<file path="src/rtl/esdl_defs.svh">
`ifndef ESDL_DEFS_SVH
`define ESDL_DEFS_SVH

// register byte offsets
`define ESDL_ADR_LOG_A    8'h00
`define ESDL_ADR_LOG_B    8'h04
`define ESDL_ADR_CTRL     8'h08
`define ESDL_ADR_STATUS   8'h0c
`define ESDL_ADR_ICLR     8'h10
`define ESDL_ADR_IEN      8'h14
`define ESDL_ADR_CECNT    8'h18

// ecc_error_log layout
`define ESDL_LOG_VALID    0
`define ESDL_LOG_CE       1
`define ESDL_LOG_UE       2
`define ESDL_LOG_POISON   3
`define ESDL_LOG_OVF      4
`define ESDL_LOG_POS_LSB  8
`define ESDL_LOG_POS_MSB  14
`define ESDL_LOG_SYN_LSB  16
`define ESDL_LOG_SYN_MSB  23

// control register layout
`define ESDL_CTRL_FIX_EN  0
`define ESDL_CTRL_CLR_A   1
`define ESDL_CTRL_CLR_B   2
`define ESDL_CTRL_RESET   8'h01

// status bits per channel, three per channel
`define ESDL_ST_CE        0
`define ESDL_ST_UE        1
`define ESDL_ST_POISON    2
`define ESDL_ST_STRIDE    3

// word geometry and syndrome values
`define ESDL_DATA_BITS    64
`define ESDL_CHECK_LSB    64
`define ESDL_WORD_BITS    72
`define ESDL_SYN_NONE     8'h00
`define ESDL_SYN_POISON   8'hff

`endif

</file>
<file path="src/rtl/esdl_pkg.sv">
package esdl_pkg;
  // outcome of decoding one syndrome
  typedef enum logic [1:0] {
    ESDL_KIND_NONE   = 2'b00,
    ESDL_KIND_CORR   = 2'b01,
    ESDL_KIND_UNCORR = 2'b10,
    ESDL_KIND_POISON = 2'b11
  } esdl_kind_t;
  // memory channel select
  typedef enum logic {
    ESDL_CHAN_A = 1'b0,
    ESDL_CHAN_B = 1'b1
  } esdl_chan_t;
endpackage

</file>
<file path="src/rtl/esdl_syn_decode.sv">
`timescale 1ns/1ps
`include "esdl_defs.svh"
module esdl_syn_decode
  import esdl_pkg::*;
(
  input  wire logic [7:0] i_syndrome,  // syndrome from the check logic
  input  wire logic       i_poison,    // word flagged as poisoned
  output esdl_kind_t      o_kind,      // decode outcome
  output logic [6:0]      o_bit_pos    // failing word bit, 0..71
);
  // table lookup: {hit, position}; check bits by one-hot test
  function automatic logic [7:0] syn_lookup(input logic [7:0] s);
    logic [7:0] r;
    r = 8'h00;
    for (int k = 0; k < 8; k++) begin
      if (s == (8'h01 << k)) begin
        r = {1'b1, 7'(`ESDL_CHECK_LSB + k)};
      end
    end
    unique case (s)
      8'h1c: r = {1'b1, 7'd0};
      8'ha2: r = {1'b1, 7'd1};
      8'h51: r = {1'b1, 7'd2};
      8'h0e: r = {1'b1, 7'd3};
      8'h94: r = {1'b1, 7'd4};
      8'h68: r = {1'b1, 7'd5};
      8'h43: r = {1'b1, 7'd6};
      8'hf1: r = {1'b1, 7'd7};
      8'hc1: r = {1'b1, 7'd8};
      8'h2a: r = {1'b1, 7'd9};
      8'h15: r = {1'b1, 7'd10};
      8'he0: r = {1'b1, 7'd11};
      8'h49: r = {1'b1, 7'd12};
      8'h86: r = {1'b1, 7'd13};
      8'h34: r = {1'b1, 7'd14};
      8'h1f: r = {1'b1, 7'd15};
      8'h2c: r = {1'b1, 7'd16};
      8'ha4: r = {1'b1, 7'd17};
      8'h52: r = {1'b1, 7'd18};
      8'hd0: r = {1'b1, 7'd19};
      8'h98: r = {1'b1, 7'd20};
      8'h61: r = {1'b1, 7'd21};
      8'h83: r = {1'b1, 7'd22};
      8'h2f: r = {1'b1, 7'd23};
      8'hc2: r = {1'b1, 7'd24};
      8'h4a: r = {1'b1, 7'd25};
      8'h25: r = {1'b1, 7'd26};
      8'h0d: r = {1'b1, 7'd27};
      8'h89: r = {1'b1, 7'd28};
      8'h16: r = {1'b1, 7'd29};
      8'h38: r = {1'b1, 7'd30};
      8'hf2: r = {1'b1, 7'd31};
      8'h4c: r = {1'b1, 7'd32};
      8'ha8: r = {1'b1, 7'd33};
      8'h54: r = {1'b1, 7'd34};
      8'hf8: r = {1'b1, 7'd35};
      8'h0b: r = {1'b1, 7'd36};
      8'h91: r = {1'b1, 7'd37};
      8'h62: r = {1'b1, 7'd38};
      8'h23: r = {1'b1, 7'd39};
      8'hc4: r = {1'b1, 7'd40};
      8'h8a: r = {1'b1, 7'd41};
      8'h45: r = {1'b1, 7'd42};
      8'h8f: r = {1'b1, 7'd43};
      8'hb0: r = {1'b1, 7'd44};
      8'h19: r = {1'b1, 7'd45};
      8'h26: r = {1'b1, 7'd46};
      8'h32: r = {1'b1, 7'd47};
      8'h8c: r = {1'b1, 7'd48};
      8'ha1: r = {1'b1, 7'd49};
      8'h58: r = {1'b1, 7'd50};
      8'h4f: r = {1'b1, 7'd51};
      8'h70: r = {1'b1, 7'd52};
      8'h92: r = {1'b1, 7'd53};
      8'h64: r = {1'b1, 7'd54};
      8'h13: r = {1'b1, 7'd55};
      8'hc8: r = {1'b1, 7'd56};
      8'h1a: r = {1'b1, 7'd57};
      8'h85: r = {1'b1, 7'd58};
      8'hf4: r = {1'b1, 7'd59};
      8'h07: r = {1'b1, 7'd60};
      8'h29: r = {1'b1, 7'd61};
      8'h46: r = {1'b1, 7'd62};
      8'h31: r = {1'b1, 7'd63};
      default: r = r;  // check-bit result or miss stands
    endcase
    return r;
  endfunction

  logic [7:0] hit_pos;  // {hit, position}
  assign hit_pos   = syn_lookup(i_syndrome);
  assign o_bit_pos = hit_pos[6:0];
  // poison first, then clean, then table hit, else multi-bit
  assign o_kind = (i_poison || i_syndrome == `ESDL_SYN_POISON) ? ESDL_KIND_POISON :
                  (i_syndrome == `ESDL_SYN_NONE)                ? ESDL_KIND_NONE :
                  hit_pos[7]                                    ? ESDL_KIND_CORR :
                                                                  ESDL_KIND_UNCORR;
endmodule

</file>
<file path="src/rtl/esdl_bit_fix.sv">
`timescale 1ns/1ps
`include "esdl_defs.svh"
module esdl_bit_fix #(
  parameter int WORD_BITS = `ESDL_WORD_BITS  // data plus check bits
) (
  input  wire logic [WORD_BITS-1:0] i_word,     // raw channel word
  input  wire logic                 i_flip_en,  // flip one bit
  input  wire logic [6:0]           i_bit_pos,  // which bit to flip
  output logic      [WORD_BITS-1:0] o_word      // corrected word
);
  // one xor per bit; check bits 71:64 are fixed like data
  for (genvar g = 0; g < WORD_BITS; g++) begin : g_flip
    assign o_word[g] = i_word[g] ^ (i_flip_en && i_bit_pos == 7'(g));
  end
endmodule

</file>
<file path="src/rtl/esdl_ecc_log.sv">
`timescale 1ns/1ps
`include "esdl_defs.svh"
module esdl_ecc_log
  import esdl_pkg::*;
#(
  parameter int WORD_BITS = `ESDL_WORD_BITS,  // channel word width
  parameter int CNT_BITS  = 16                // per-channel ce counter
) (
  input  wire logic                 i_ref_clk,        // 25 MHz controller clock
  input  wire logic                 i_nrst,           // async reset, active low
  // classic wishbone slave
  input  wire logic                 i_wb_cyc,         // bus cycle
  input  wire logic                 i_wb_stb,         // strobe
  input  wire logic                 i_wb_we,          // write enable
  input  wire logic [7:0]           i_wb_adr,         // byte address
  input  wire logic [3:0]           i_wb_sel,         // byte enables
  input  wire logic [31:0]          i_wb_dat,         // write data
  output logic      [31:0]          o_wb_dat,         // read data
  output logic                      o_wb_ack,         // acknowledge
  // read words from the memory channels
  input  wire logic                 i_rd_valid,       // word present
  input  wire logic                 i_rd_chan,        // 0 channel a, 1 channel b
  input  wire logic [WORD_BITS-1:0] i_rd_word,        // data 63:0, checks 71:64
  input  wire logic [7:0]           i_rd_syndrome,    // syndrome of that word
  input  wire logic                 i_rd_poison,      // word marked poisoned
  // corrected words, one cycle later
  output logic                      o_fix_valid,      // word present
  output logic                      o_fix_chan,       // its channel
  output logic      [WORD_BITS-1:0] o_fix_word,       // word after correction
  output logic                      o_fix_corrected,  // a single bit was fixed
  output logic                      o_fix_uncorr,     // multi-bit, left as read
  output logic                      o_fix_poison,     // poisoned word
  output logic                      o_irq             // level interrupt
);
  localparam int NCH = 2;  // channels a and b
  localparam int NST = NCH * `ESDL_ST_STRIDE;

  // reset release through two flops
  logic rst_meta;  // first stage, read only by rst_sync
  logic rst_sync;  // active-high-released copy, 1 = running

  always_ff @(posedge i_ref_clk or negedge i_nrst) begin
    if (!i_nrst) begin
      rst_meta <= 1'b0;
      rst_sync <= 1'b0;
    end else begin
      rst_meta <= 1'b1;
      rst_sync <= rst_meta;
    end
  end

  logic nrst_int;  // reset used by the rest of the block
  assign nrst_int = rst_sync;

  // syndrome decode of the incoming word
  esdl_kind_t dec_kind;  // decode outcome
  logic [6:0] dec_pos;   // failing bit position

  esdl_syn_decode u_decode (
    .i_syndrome (i_rd_syndrome),
    .i_poison   (i_rd_poison),
    .o_kind     (dec_kind),
    .o_bit_pos  (dec_pos)
  );

  // control register
  logic [7:0] ctrl;  // fix enable, clear strobes read back as zero
  logic       fix_en;
  assign fix_en = ctrl[`ESDL_CTRL_FIX_EN];

  // correction only when enabled and the decode named one bit
  logic                 do_flip;
  logic [WORD_BITS-1:0] flip_word;
  assign do_flip = i_rd_valid && fix_en && (dec_kind == ESDL_KIND_CORR);

  esdl_bit_fix #(
    .WORD_BITS (WORD_BITS)
  ) u_fix (
    .i_word    (i_rd_word),
    .i_flip_en (do_flip),
    .i_bit_pos (dec_pos),
    .o_word    (flip_word)
  );

  // output stage, data from flops
  always_ff @(posedge i_ref_clk or negedge nrst_int) begin
    if (!nrst_int) begin
      o_fix_valid     <= 1'b0;
      o_fix_chan      <= 1'b0;
      o_fix_word      <= '0;
      o_fix_corrected <= 1'b0;
      o_fix_uncorr    <= 1'b0;
      o_fix_poison    <= 1'b0;
    end else begin
      o_fix_valid     <= i_rd_valid;
      o_fix_chan      <= i_rd_chan;
      o_fix_word      <= flip_word;
      o_fix_corrected <= do_flip;
      o_fix_uncorr    <= i_rd_valid && (dec_kind == ESDL_KIND_UNCORR);
      o_fix_poison    <= i_rd_valid && (dec_kind == ESDL_KIND_POISON);
    end
  end

  // bus decode, all named wires
  logic bus_req;      // request on the bus
  logic bus_commit;   // edge where the master samples ack
  logic wr_commit;    // write takes effect here
  logic hit_log_a;
  logic hit_log_b;
  logic hit_ctrl;
  logic hit_status;
  logic hit_iclr;
  logic hit_ien;
  logic hit_cecnt;
  assign bus_req    = i_wb_cyc && i_wb_stb;
  assign bus_commit = bus_req && o_wb_ack;
  assign wr_commit  = bus_commit && i_wb_we && i_wb_sel[0];
  assign hit_log_a  = (i_wb_adr == `ESDL_ADR_LOG_A);
  assign hit_log_b  = (i_wb_adr == `ESDL_ADR_LOG_B);
  assign hit_ctrl   = (i_wb_adr == `ESDL_ADR_CTRL);
  assign hit_status = (i_wb_adr == `ESDL_ADR_STATUS);
  assign hit_iclr   = (i_wb_adr == `ESDL_ADR_ICLR);
  assign hit_ien    = (i_wb_adr == `ESDL_ADR_IEN);
  assign hit_cecnt  = (i_wb_adr == `ESDL_ADR_CECNT);

  // clear strobes from a control write
  logic [NCH-1:0] log_clr;  // per-channel log clear pulse
  assign log_clr[0] = wr_commit && hit_ctrl && i_wb_dat[`ESDL_CTRL_CLR_A];
  assign log_clr[1] = wr_commit && hit_ctrl && i_wb_dat[`ESDL_CTRL_CLR_B];

  always_ff @(posedge i_ref_clk or negedge nrst_int) begin
    if (!nrst_int) begin
      ctrl <= `ESDL_CTRL_RESET;
    end else if (wr_commit && hit_ctrl) begin
      ctrl <= {7'h00, i_wb_dat[`ESDL_CTRL_FIX_EN]};  // strobe bits never stored
    end
  end

  // per-channel error events and logs
  logic [31:0]        err_log [NCH];  // ecc_error_log per channel
  logic [CNT_BITS-1:0] ce_cnt [NCH];  // saturating correctable count
  logic [NST-1:0]     ev_bits;        // this cycle's events, status layout

  for (genvar c = 0; c < NCH; c++) begin : g_chan
    logic ev_any;     // a logged error on this channel
    logic ev_ce;
    logic ev_ue;
    logic ev_poison;
    logic [7:0]  log_syn;   // syndrome to store
    logic [31:0] next_log;  // fresh log word

    assign ev_any    = i_rd_valid && (i_rd_chan == 1'(c)) && (dec_kind != ESDL_KIND_NONE);
    assign ev_ce     = ev_any && (dec_kind == ESDL_KIND_CORR);
    assign ev_ue     = ev_any && (dec_kind == ESDL_KIND_UNCORR);
    assign ev_poison = ev_any && (dec_kind == ESDL_KIND_POISON);
    // poisoned words log all ones whatever syndrome came in
    assign log_syn   = ev_poison ? `ESDL_SYN_POISON : i_rd_syndrome;

    always_comb begin
      next_log = 32'h0000_0000;
      next_log[`ESDL_LOG_SYN_MSB:`ESDL_LOG_SYN_LSB] = log_syn;
      next_log[`ESDL_LOG_POS_MSB:`ESDL_LOG_POS_LSB] = ev_ce ? dec_pos : 7'h00;
      next_log[`ESDL_LOG_VALID]  = 1'b1;
      next_log[`ESDL_LOG_CE]     = ev_ce;
      next_log[`ESDL_LOG_UE]     = ev_ue;
      next_log[`ESDL_LOG_POISON] = ev_poison;
    end

    assign ev_bits[c*`ESDL_ST_STRIDE + `ESDL_ST_CE]     = ev_ce;
    assign ev_bits[c*`ESDL_ST_STRIDE + `ESDL_ST_UE]     = ev_ue;
    assign ev_bits[c*`ESDL_ST_STRIDE + `ESDL_ST_POISON] = ev_poison;

    // first error is kept; later ones only set overflow until cleared.
    // an event in the clear cycle loads fresh so it is not lost
    always_ff @(posedge i_ref_clk or negedge nrst_int) begin
      if (!nrst_int) begin
        err_log[c] <= 32'h0000_0000;
      end else if (ev_any && (log_clr[c] || !err_log[c][`ESDL_LOG_VALID])) begin
        err_log[c] <= next_log;
      end else if (log_clr[c]) begin
        err_log[c] <= 32'h0000_0000;
      end else if (ev_any) begin
        err_log[c][`ESDL_LOG_OVF] <= 1'b1;
      end
    end

    // counter saturates rather than wraps, so a storm stays visible
    always_ff @(posedge i_ref_clk or negedge nrst_int) begin
      if (!nrst_int) begin
        ce_cnt[c] <= '0;
      end else if (log_clr[c]) begin
        ce_cnt[c] <= ev_ce ? CNT_BITS'(1) : '0;
      end else if (ev_ce && (ce_cnt[c] != '1)) begin
        ce_cnt[c] <= ce_cnt[c] + CNT_BITS'(1);
      end
    end
  end

  // interrupt status, clear and enable
  logic [NST-1:0] irq_status;  // sticky events
  logic [NST-1:0] irq_en;      // enable mask
  logic [NST-1:0] irq_clr;     // write-only clear, this cycle
  assign irq_clr = (wr_commit && hit_iclr) ? i_wb_dat[NST-1:0] : '0;
  logic [NST-1:0] next_irq_en; // enable as it stands after this edge
  assign next_irq_en = (wr_commit && hit_ien) ? i_wb_dat[NST-1:0] : irq_en;

  // shared by the status flops and the interrupt level
  function automatic logic [NST-1:0] next_irq_status();
    return (irq_status & ~irq_clr) | ev_bits;
  endfunction

  always_ff @(posedge i_ref_clk or negedge nrst_int) begin
    if (!nrst_int) begin
      irq_status <= '0;
    end else begin
      irq_status <= next_irq_status();  // set beats clear
    end
  end

  always_ff @(posedge i_ref_clk or negedge nrst_int) begin
    if (!nrst_int) begin
      irq_en <= '0;
    end else begin
      irq_en <= next_irq_en;
    end
  end

  // level output, high while an enabled bit stands
  always_ff @(posedge i_ref_clk or negedge nrst_int) begin
    if (!nrst_int) begin
      o_irq <= 1'b0;
    end else begin
      // next values on both sides, so an enable write shows without lag
      o_irq <= |(next_irq_status() & next_irq_en);
    end
  end

  // read mux; unmapped and write-only addresses read zero
  logic [31:0] rd_mux;
  logic [31:0] cnt_word;
  assign cnt_word = {16'(ce_cnt[1]), 16'(ce_cnt[0])};
  assign rd_mux = hit_log_a  ? err_log[0] :
                  hit_log_b  ? err_log[1] :
                  hit_ctrl   ? {24'h000000, ctrl} :
                  hit_status ? {{(32-NST){1'b0}}, irq_status} :
                  hit_ien    ? {{(32-NST){1'b0}}, irq_en} :
                  hit_cecnt  ? cnt_word :
                               32'h0000_0000;

  // one wait state: ack the cycle after the request, drop it after
  always_ff @(posedge i_ref_clk or negedge nrst_int) begin
    if (!nrst_int) begin
      o_wb_ack <= 1'b0;
      o_wb_dat <= 32'h0000_0000;
    end else begin
      o_wb_ack <= bus_req && !o_wb_ack;
      o_wb_dat <= (bus_req && !o_wb_ack && !i_wb_we) ? rd_mux : 32'h0000_0000;
    end
  end
endmodule

</file>
<file path="config.mk">
export PLATFORM = sky130hd
export DESIGN_NAME = esdl_ecc_log
export DESIGN_NICKNAME = d
export VERILOG_FILES = /design/src/rtl/esdl_pkg.sv /design/src/rtl/esdl_syn_decode.sv /design/src/rtl/esdl_bit_fix.sv /design/src/rtl/esdl_ecc_log.sv
export VERILOG_INCLUDE_DIRS = /design/src /design/src/rtl
export SDC_FILE = /design/constraint.sdc
export NUM_CORES = 1
export LEC_CHECK = 0
export BUFFER_PORTS_ARGS = -buffer_cell sky130_fd_sc_hd__buf_2
export CORE_MARGIN = 5
export CORE_UTILIZATION = 50
export DETAILED_ROUTE_END_ITERATION = 16
export HOLD_SLACK_MARGIN = 0.05
export PLACE_DENSITY_LB_ADDON = 0.15
export SYNTH_ARGS = -nofsm -noshare
export SYNTH_HDL_FRONTEND = slang
export SYNTH_HIERARCHICAL = 1
export SYNTH_SLANG_ARGS = --single-unit
</file>
<file path="constraint.sdc">
create_clock -name i_ref_clk -period 6.94 [get_ports i_ref_clk]
set_input_delay 1.041 -clock i_ref_clk [delete_from_list [all_inputs] [get_ports i_ref_clk]]
set_output_delay 1.041 -clock i_ref_clk [all_outputs]
set_load 0.005 [all_outputs]
</file>
## After elaboration in Yosys (flattened, before gate mapping)

Cells that the tools add are included.

| storage, ports and cells | value |
|---|---|
| register bits | 222 |
| bits of input ports | 132 |
| output and inout port bits | 111 |
| word-level logic and storage cells | 414 |

| cells by class | value |
|---|---|
| add/sub/neg operators | 2 |
| equal/unequal tests | 155 |
| mux-type cells | 41 |
| bitwise operators | 77 |
| reduce and logical (&&, ||, !) cells | 119 |

Operator list:

| cell | number |
|---|---|
| $pmux W8 S64 | 1 |
| $mux W32 | 9 |
| $eq A7 B6 Y1 const B | 32 |
| $eq A8 B8 Y1 const B | 28 |
| $eq A8 B7 Y1 const B | 17 |
| $eq A7 B5 Y1 const B | 16 |
| $logic_and A1 B1 Y1 | 101 |
| $eq A8 B6 Y1 const B | 12 |
| $eq A8 B5 Y1 const B | 11 |
| $mux W8 | 10 |
| $xor A1 B1 Y1 | 72 |
| $mux W16 | 4 |
| $eq A7 B4 Y1 const B | 8 |
| $eq A7 B7 Y1 const B | 8 |
| $mux W27 | 2 |
| $eq A8 B4 Y1 const B | 6 |
| $add A16 B1 Y16 const B | 2 |
| $ne A16 B16 Y1 const B | 2 |
| $eq A7 B3 Y1 const B | 4 |
| $eq A8 B3 Y1 const B | 3 |
| $logic_not A8 Y1 | 2 |
| $eq A7 B2 Y1 const B | 2 |
| $mux W7 | 2 |
| $and A6 B6 Y6 | 2 |
| other kinds (18) | 38 |

## Logic depth before layout (Yosys ltp)

| logic depth | value |
|---|---|
| depth in word-level cells | 19 |
| depth in mapped cells | 16 |
| depth with buffers taken out | 11 |

## Hierarchy

The synthesis kept the hierarchy.

By module, submodules not included:

| module | instances | cells an instance | area each (um2) | seq. area each (um2) |
|---|---|---|---|---|
| esdl_ecc_log | 1 | 588 | 7,423.4 | 4,956.0 |
| esdl_syn_decode | 1 | 246 | 1,656.6 | 0.0 |
| esdl_bit_fix | 1 | 178 | 1,202.4 | 0.0 |

## Worst setup path before layout

OpenSTA, ideal clock, no wires.

| path | value |
|---|---|
| path type | in2reg |
| start | input port i_rd_syndrome[5] |
| end | register ce_cnt[15] (netlist name) |
| library setup time | 0.123 ns |
| data arrival time | 4.263 ns |
| required time | 6.817 ns |
| path slack | 2.553 ns |
| stages | 11 |
| path buffers | 3 |
| cells stage by stage | buf_4 > buf_4 > or4_1 > o21ai_0 > o41ai_1 > clkbuf_1 > nand2b_1 > or4_1 > nor4_2 > nand3_1 > mux2i_1 |

| between the ends | value |
|---|---|
| cells in the longest elaborated chain, start to end | 18 |
| elaborated cells on any way between the ends | 93 |
| those cells by class | 74 x eq/ne; 12 x mux; 7 x reduce/logical |

RTL lines:

| element | RTL line | RTL |
|---|---|---|
| from (decl) | esdl_ecc_log.sv:24 | `input wire logic [7:0] i_rd_syndrome,` |
| $eq A8 B1 Y1 | esdl_syn_decode.sv:16 | `if (s == (8'h01 << k)) begin` |
| $mux W8 (8 in a row) | esdl_syn_decode.sv:16 |  |
| $pmux W8 S64 | esdl_syn_decode.sv:20 | `unique case (s)` |
| $mux W2 | esdl_syn_decode.sv:96 | `hit_pos[7] ? ESDL_KIND_CORR :` |
| $mux W2 | esdl_syn_decode.sv:95 | `` (i_syndrome == `ESDL_SYN_NONE) ? ESDL_KIND_NONE : `` |
| $mux W2 (*) | esdl_syn_decode.sv:94 | `` assign o_kind = (i_poison \|\| i_syndrome == `ESDL_SYN_POISON) ? ESDL_KIND_POISON : `` |
| net dec_kind[1] | esdl_ecc_log.sv:56 | `esdl_kind_t dec_kind;` |
| $reduce_bool A2 Y1 | esdl_ecc_log.sv:152 | `assign ev_any = i_rd_valid && (i_rd_chan == 1'(c)) && (dec_kind != ESDL_KIND_NONE);` |
| $logic_and A1 B1 Y1 | esdl_ecc_log.sv:152 |  |
| $logic_and A1 B1 Y1 (*) | esdl_ecc_log.sv:153 | `assign ev_ce = ev_any && (dec_kind == ESDL_KIND_CORR);` |
| $logic_and A1 B1 Y1 (*) | esdl_ecc_log.sv:193 | `end else if (ev_ce && (ce_cnt[c] != '1)) begin` |
| $reduce_bool A2 Y1 (no line) (*) | - |  |
| to (signal, indexed assignment) | esdl_ecc_log.sv:192 | `ce_cnt[c] <= ev_ce ? CNT_BITS'(1) : '0;` |
| to (signal, indexed assignment) | esdl_ecc_log.sv:194 | `ce_cnt[c] <= ce_cnt[c] + CNT_BITS'(1);` |
| to (decl) | esdl_ecc_log.sv:141 | `logic [CNT_BITS-1:0] ce_cnt [NCH];` |

Mark *: on every way through the listed nets, which the timed path passes. The rest lies on a longest branch.
A chain may end at the register's enable or synchronous reset.

## Final worst setup path

| path | value |
|---|---|
| start | input port i_rd_syndrome[2] |
| end | register ce_cnt[30] (netlist name) |

Same word-level chain as after synthesis.

==> flow_summary.toml <==
[route]
vias_per_cell = 5.933
drt-wirelength-per-cell_um = 20.01
drt_iter0_drc = 778
finalWirelength_um = 29560
num_vias = 8763
ant_nets = 0
drcViolationCount = 0
drt_first_pass_iters = 6

[cells_and_area]
layout.nets = 1328
area_growth_syn_to_layout_pct = 17.88
seqCellArea_mm2 = 0.004960
postLayoutCellArea_mm2 = 0.01212
final.fill_count = 1779
multi_input_area_mm2 = 0.004961
drive_above_1_share = 0.2537

[cts]
cts_max_level = 4
cts-root-buf = "clkbuf_16"
hold_buffers = 0
path_clk_slew_ns = 0.07
cts_made_buffers = 17
cts-resized-gates = 0
clock_sinks = 198
cts_max_path_buffers = 2
cts_tree = "built"
post_cts_buffers = 0
clk_latency_ns = 0.43

[die]
fp-row-count = 52
die_h_um = 153.4
dieArea_mm2 = 0.02353
io_pins = 243
start_util = 0.5082
core_mm2 = 0.02023
die_w_um = 153.4

[yosys]
async_reset_ff_frac = 1.000
syn_nets = 1146
syn_area_mm2 = 0.01028
synth_cell_types = 89
yosysWarnings = 6
synth.top_cell.area_share = 0.4794
synth.area.top_cells = "dfrtp_1 (48%), xnor2_1 (6.6%), nor2_1 (4.1%)"
yosysSeqAreaShare = 0.4820
synth-compound-area-share = 0.1311
ys_ff_latch = 198
synth_adder_area_share = 0.002434
synthMuxAreaShare = 0.01034
avgSynthCellArea_um2 = 10.16
synth_top_family_by_area = "simple AND/OR/NAND/NOR gates"
yosysMostFrequentCell = "dfrtp_1"
synth_xor_area_frac = 0.08932
yosys_most_used_dff = "dfrtp_1"
syn_inst = 1012
synth_edf_count = 0
synth_top_area_cell = "dfrtp_1"
synthSimpleGateAreaFrac = 0.2465
synth_commonest_cells = "dfrtp_1 (197), nor2_1 (112), nand2_1 (91)"

[timing]
fin_skew_ns = 0.01379
slew_headroom = 0.2376
tightestPinTransition_ns = 1.115
hold_viol_final = 0
setup_violations = 0
finalCritPeriodShare = 0.7236
fin_tns_setup_ns = 0
timing.hold.ws_ns = 0.3573
period_needed_ns = 5.022
rsz0062_at_grt = "false"
timing.fmax_mhz = 199.1
maxSlewViolCount = 0

[flow_run]
drv_cap = 0

[setup_path]
endpoint_kind = "flip-flop"
critPathMaxFanout = 44
slowest_stage = "a2111oi_0"
path_common_cell = "nand4_1"
startpoint_type = "primary input"
worstPathArrival_ns = 5.34
cp.required_ns = 7.25
path_buf_inv = 1
cp_cell_sequence = "buf_2, nand2b_1, a2111oi_0, nor3_1, nand4_1, or4b_1, nor4bb_1, nand4_1, nor4_1, xnor2_1, nor2_1"
cpPeakStageDelay_ns = 1.01
crit_type = "in -> reg"
cpLargestDelayFamily = "simple AND/OR/NAND/NOR gates"

[min_path]
hp-class = "reg -> reg"

[power_and_ir_drop]
power_density_mw_per_mm2 = 219.0
power_w = 0.002654
irDropWorstVdd_v = 0.0001562
leakage_nw = 5.332

[global_route]
antenna_found_initial = 3
grt_pass1_vias = 8743
grt_use_total = 0.2498
grt_max_degree = 149
grt_remaining_overflow = 0
grt_pass1_wl_um = 47720

[place]
hpwl_um = 20870
place_area_mm2 = 0.01148
place_congestion = 0.9473
io_buffers = 213

[run_status]
status = "complete, no violations"
==> metrics by stage <==
step / util / cells / worst slack (ns)
5_1_grt: 0.5990 / 1477 / 1.665
3_3_place_gp: 0.5675 / 1445 / 1.603
3_5_place_dp: 0.5675 / 1445 / 1.597
2_1_floorplan: - / 1012 / 1.016
4_1_cts: 0.5989 / 1476 / 2.028
6_report: 0.5990 / 1477 / 1.919
==> final timing paths <==
| path | start | end | slack (ns) | cells after the start |
|---|---|---|---|---|
| max in group asynchronous | nrst_int | irq_en[5] | 5.29 | 1 |
| worst max register to register | o_wb_ack | err_log[13] | 4.51 | 5 |
| worst min register to register | rst_meta | nrst_int | 0.36 | 0 |
| worst min-delay path | rst_meta | nrst_int | 0.36 | 0 |
| min in group asynchronous | nrst_int | o_fix_word[20] | 0.38 | 0 |
| worst max-delay path | i_rd_syndrome[2] | ce_cnt[30] | 1.92 | 11 |
==> layer usage <==
layer,GRT usage,wire [µm],vias to the layer above
li1,-,-,4050
met1,0.3287,12190,4281
met2,0.4106,14440,375
met3,0.06079,2139,53
met4,0.07822,767,4
met5,0,27,-
==> area by class of cell <==
class                           count  area share
Inverter                           13    0.004026
Sequential cell                   198      0.4092
Clock inverter                     14     0.01724
Timing Repair Buffer              226     0.09704
Tap cell                          270     0.02787
Antenna cell                        1   0.0002065
Multi-Input combinational cell    738      0.4093
Clock buffer                       17     0.03510
==> power by group <==
part	total (W)	internal (W)	switching, W
logic	0.000308	0.000128	0.000180
clock network	0.00106	0.000584	0.000479
registers	0.00128	0.00122	0.0000577
total	0.00265	0.00194	0.000717
==> registers in the layout, summed over array words and instances, names as in the netlist <==
signal,cells
o_fix_word,72
err_log,40
ce_cnt,32
o_wb_dat,32
irq_en,6
irq_status,6
ctrl,1
nrst_int,1
o_fix_chan,1
o_fix_corrected,1
o_fix_poison,1
o_fix_uncorr,1
o_fix_valid,1
o_irq,1
o_wb_ack,1
rst_meta,1
==> logic make-up (layout without fill, tap and decap cells) <==
logic type	count (synthesis)	in the layout
other cells	1	2
compound gates	179	179
xor+xnor	104	104
flops	198	198
simple gates	442	442
fa+ha+maj	2	2
buf+inv	76	270
mux	10	10
==> worst reg2reg max path, stage by stage, from the launching register on <==
cell and delay, ns:
dfrtp_1 0.40, and3_1 0.32, and4_1 0.31, and3_1 0.64, nor2_2 0.34, a22o_1 0.31
==> cells in the final DEF, fill, tap and decap left out, types with 6 or more instances in the layout <==
| master | Yosys | routed |
|---|---|---|
| nand4_1 | 30 | 30 |
| o22ai_1 | 9 | 9 |
| a22oi_1 | 6 | 6 |
| nor4b_1 | 11 | 10 |
| nand3_1 | 26 | 26 |
| xor2_1 | 26 | 26 |
| nor3b_1 | 6 | 6 |
| inv_1 | 12 | 12 |
| buf_4 | 7 | 12 |
| and3_1 | 23 | 23 |
| o2bb2ai_1 | 18 | 18 |
| nor3_1 | 22 | 22 |
| nand4b_1 | 7 | 7 |
| buf_2 | 14 | 213 |
| and4bb_2 | 6 | 6 |
| nand2_1 | 91 | 91 |
| a22o_1 | 18 | 18 |
| a222oi_1 | 20 | 20 |
| a21oi_1 | 27 | 27 |
| nor2b_1 | 12 | 12 |
| o21ai_0 | 27 | 27 |
| or4b_1 | 6 | 6 |
| xnor2_1 | 77 | 77 |
| nor4_1 | 10 | 10 |
| clkbuf_16 | 0 | 17 |
| nor2_1 | 112 | 112 |
| dfrtp_1 | 197 | 196 |
| nand2b_1 | 16 | 16 |
(Power assumes the default switching activity.)
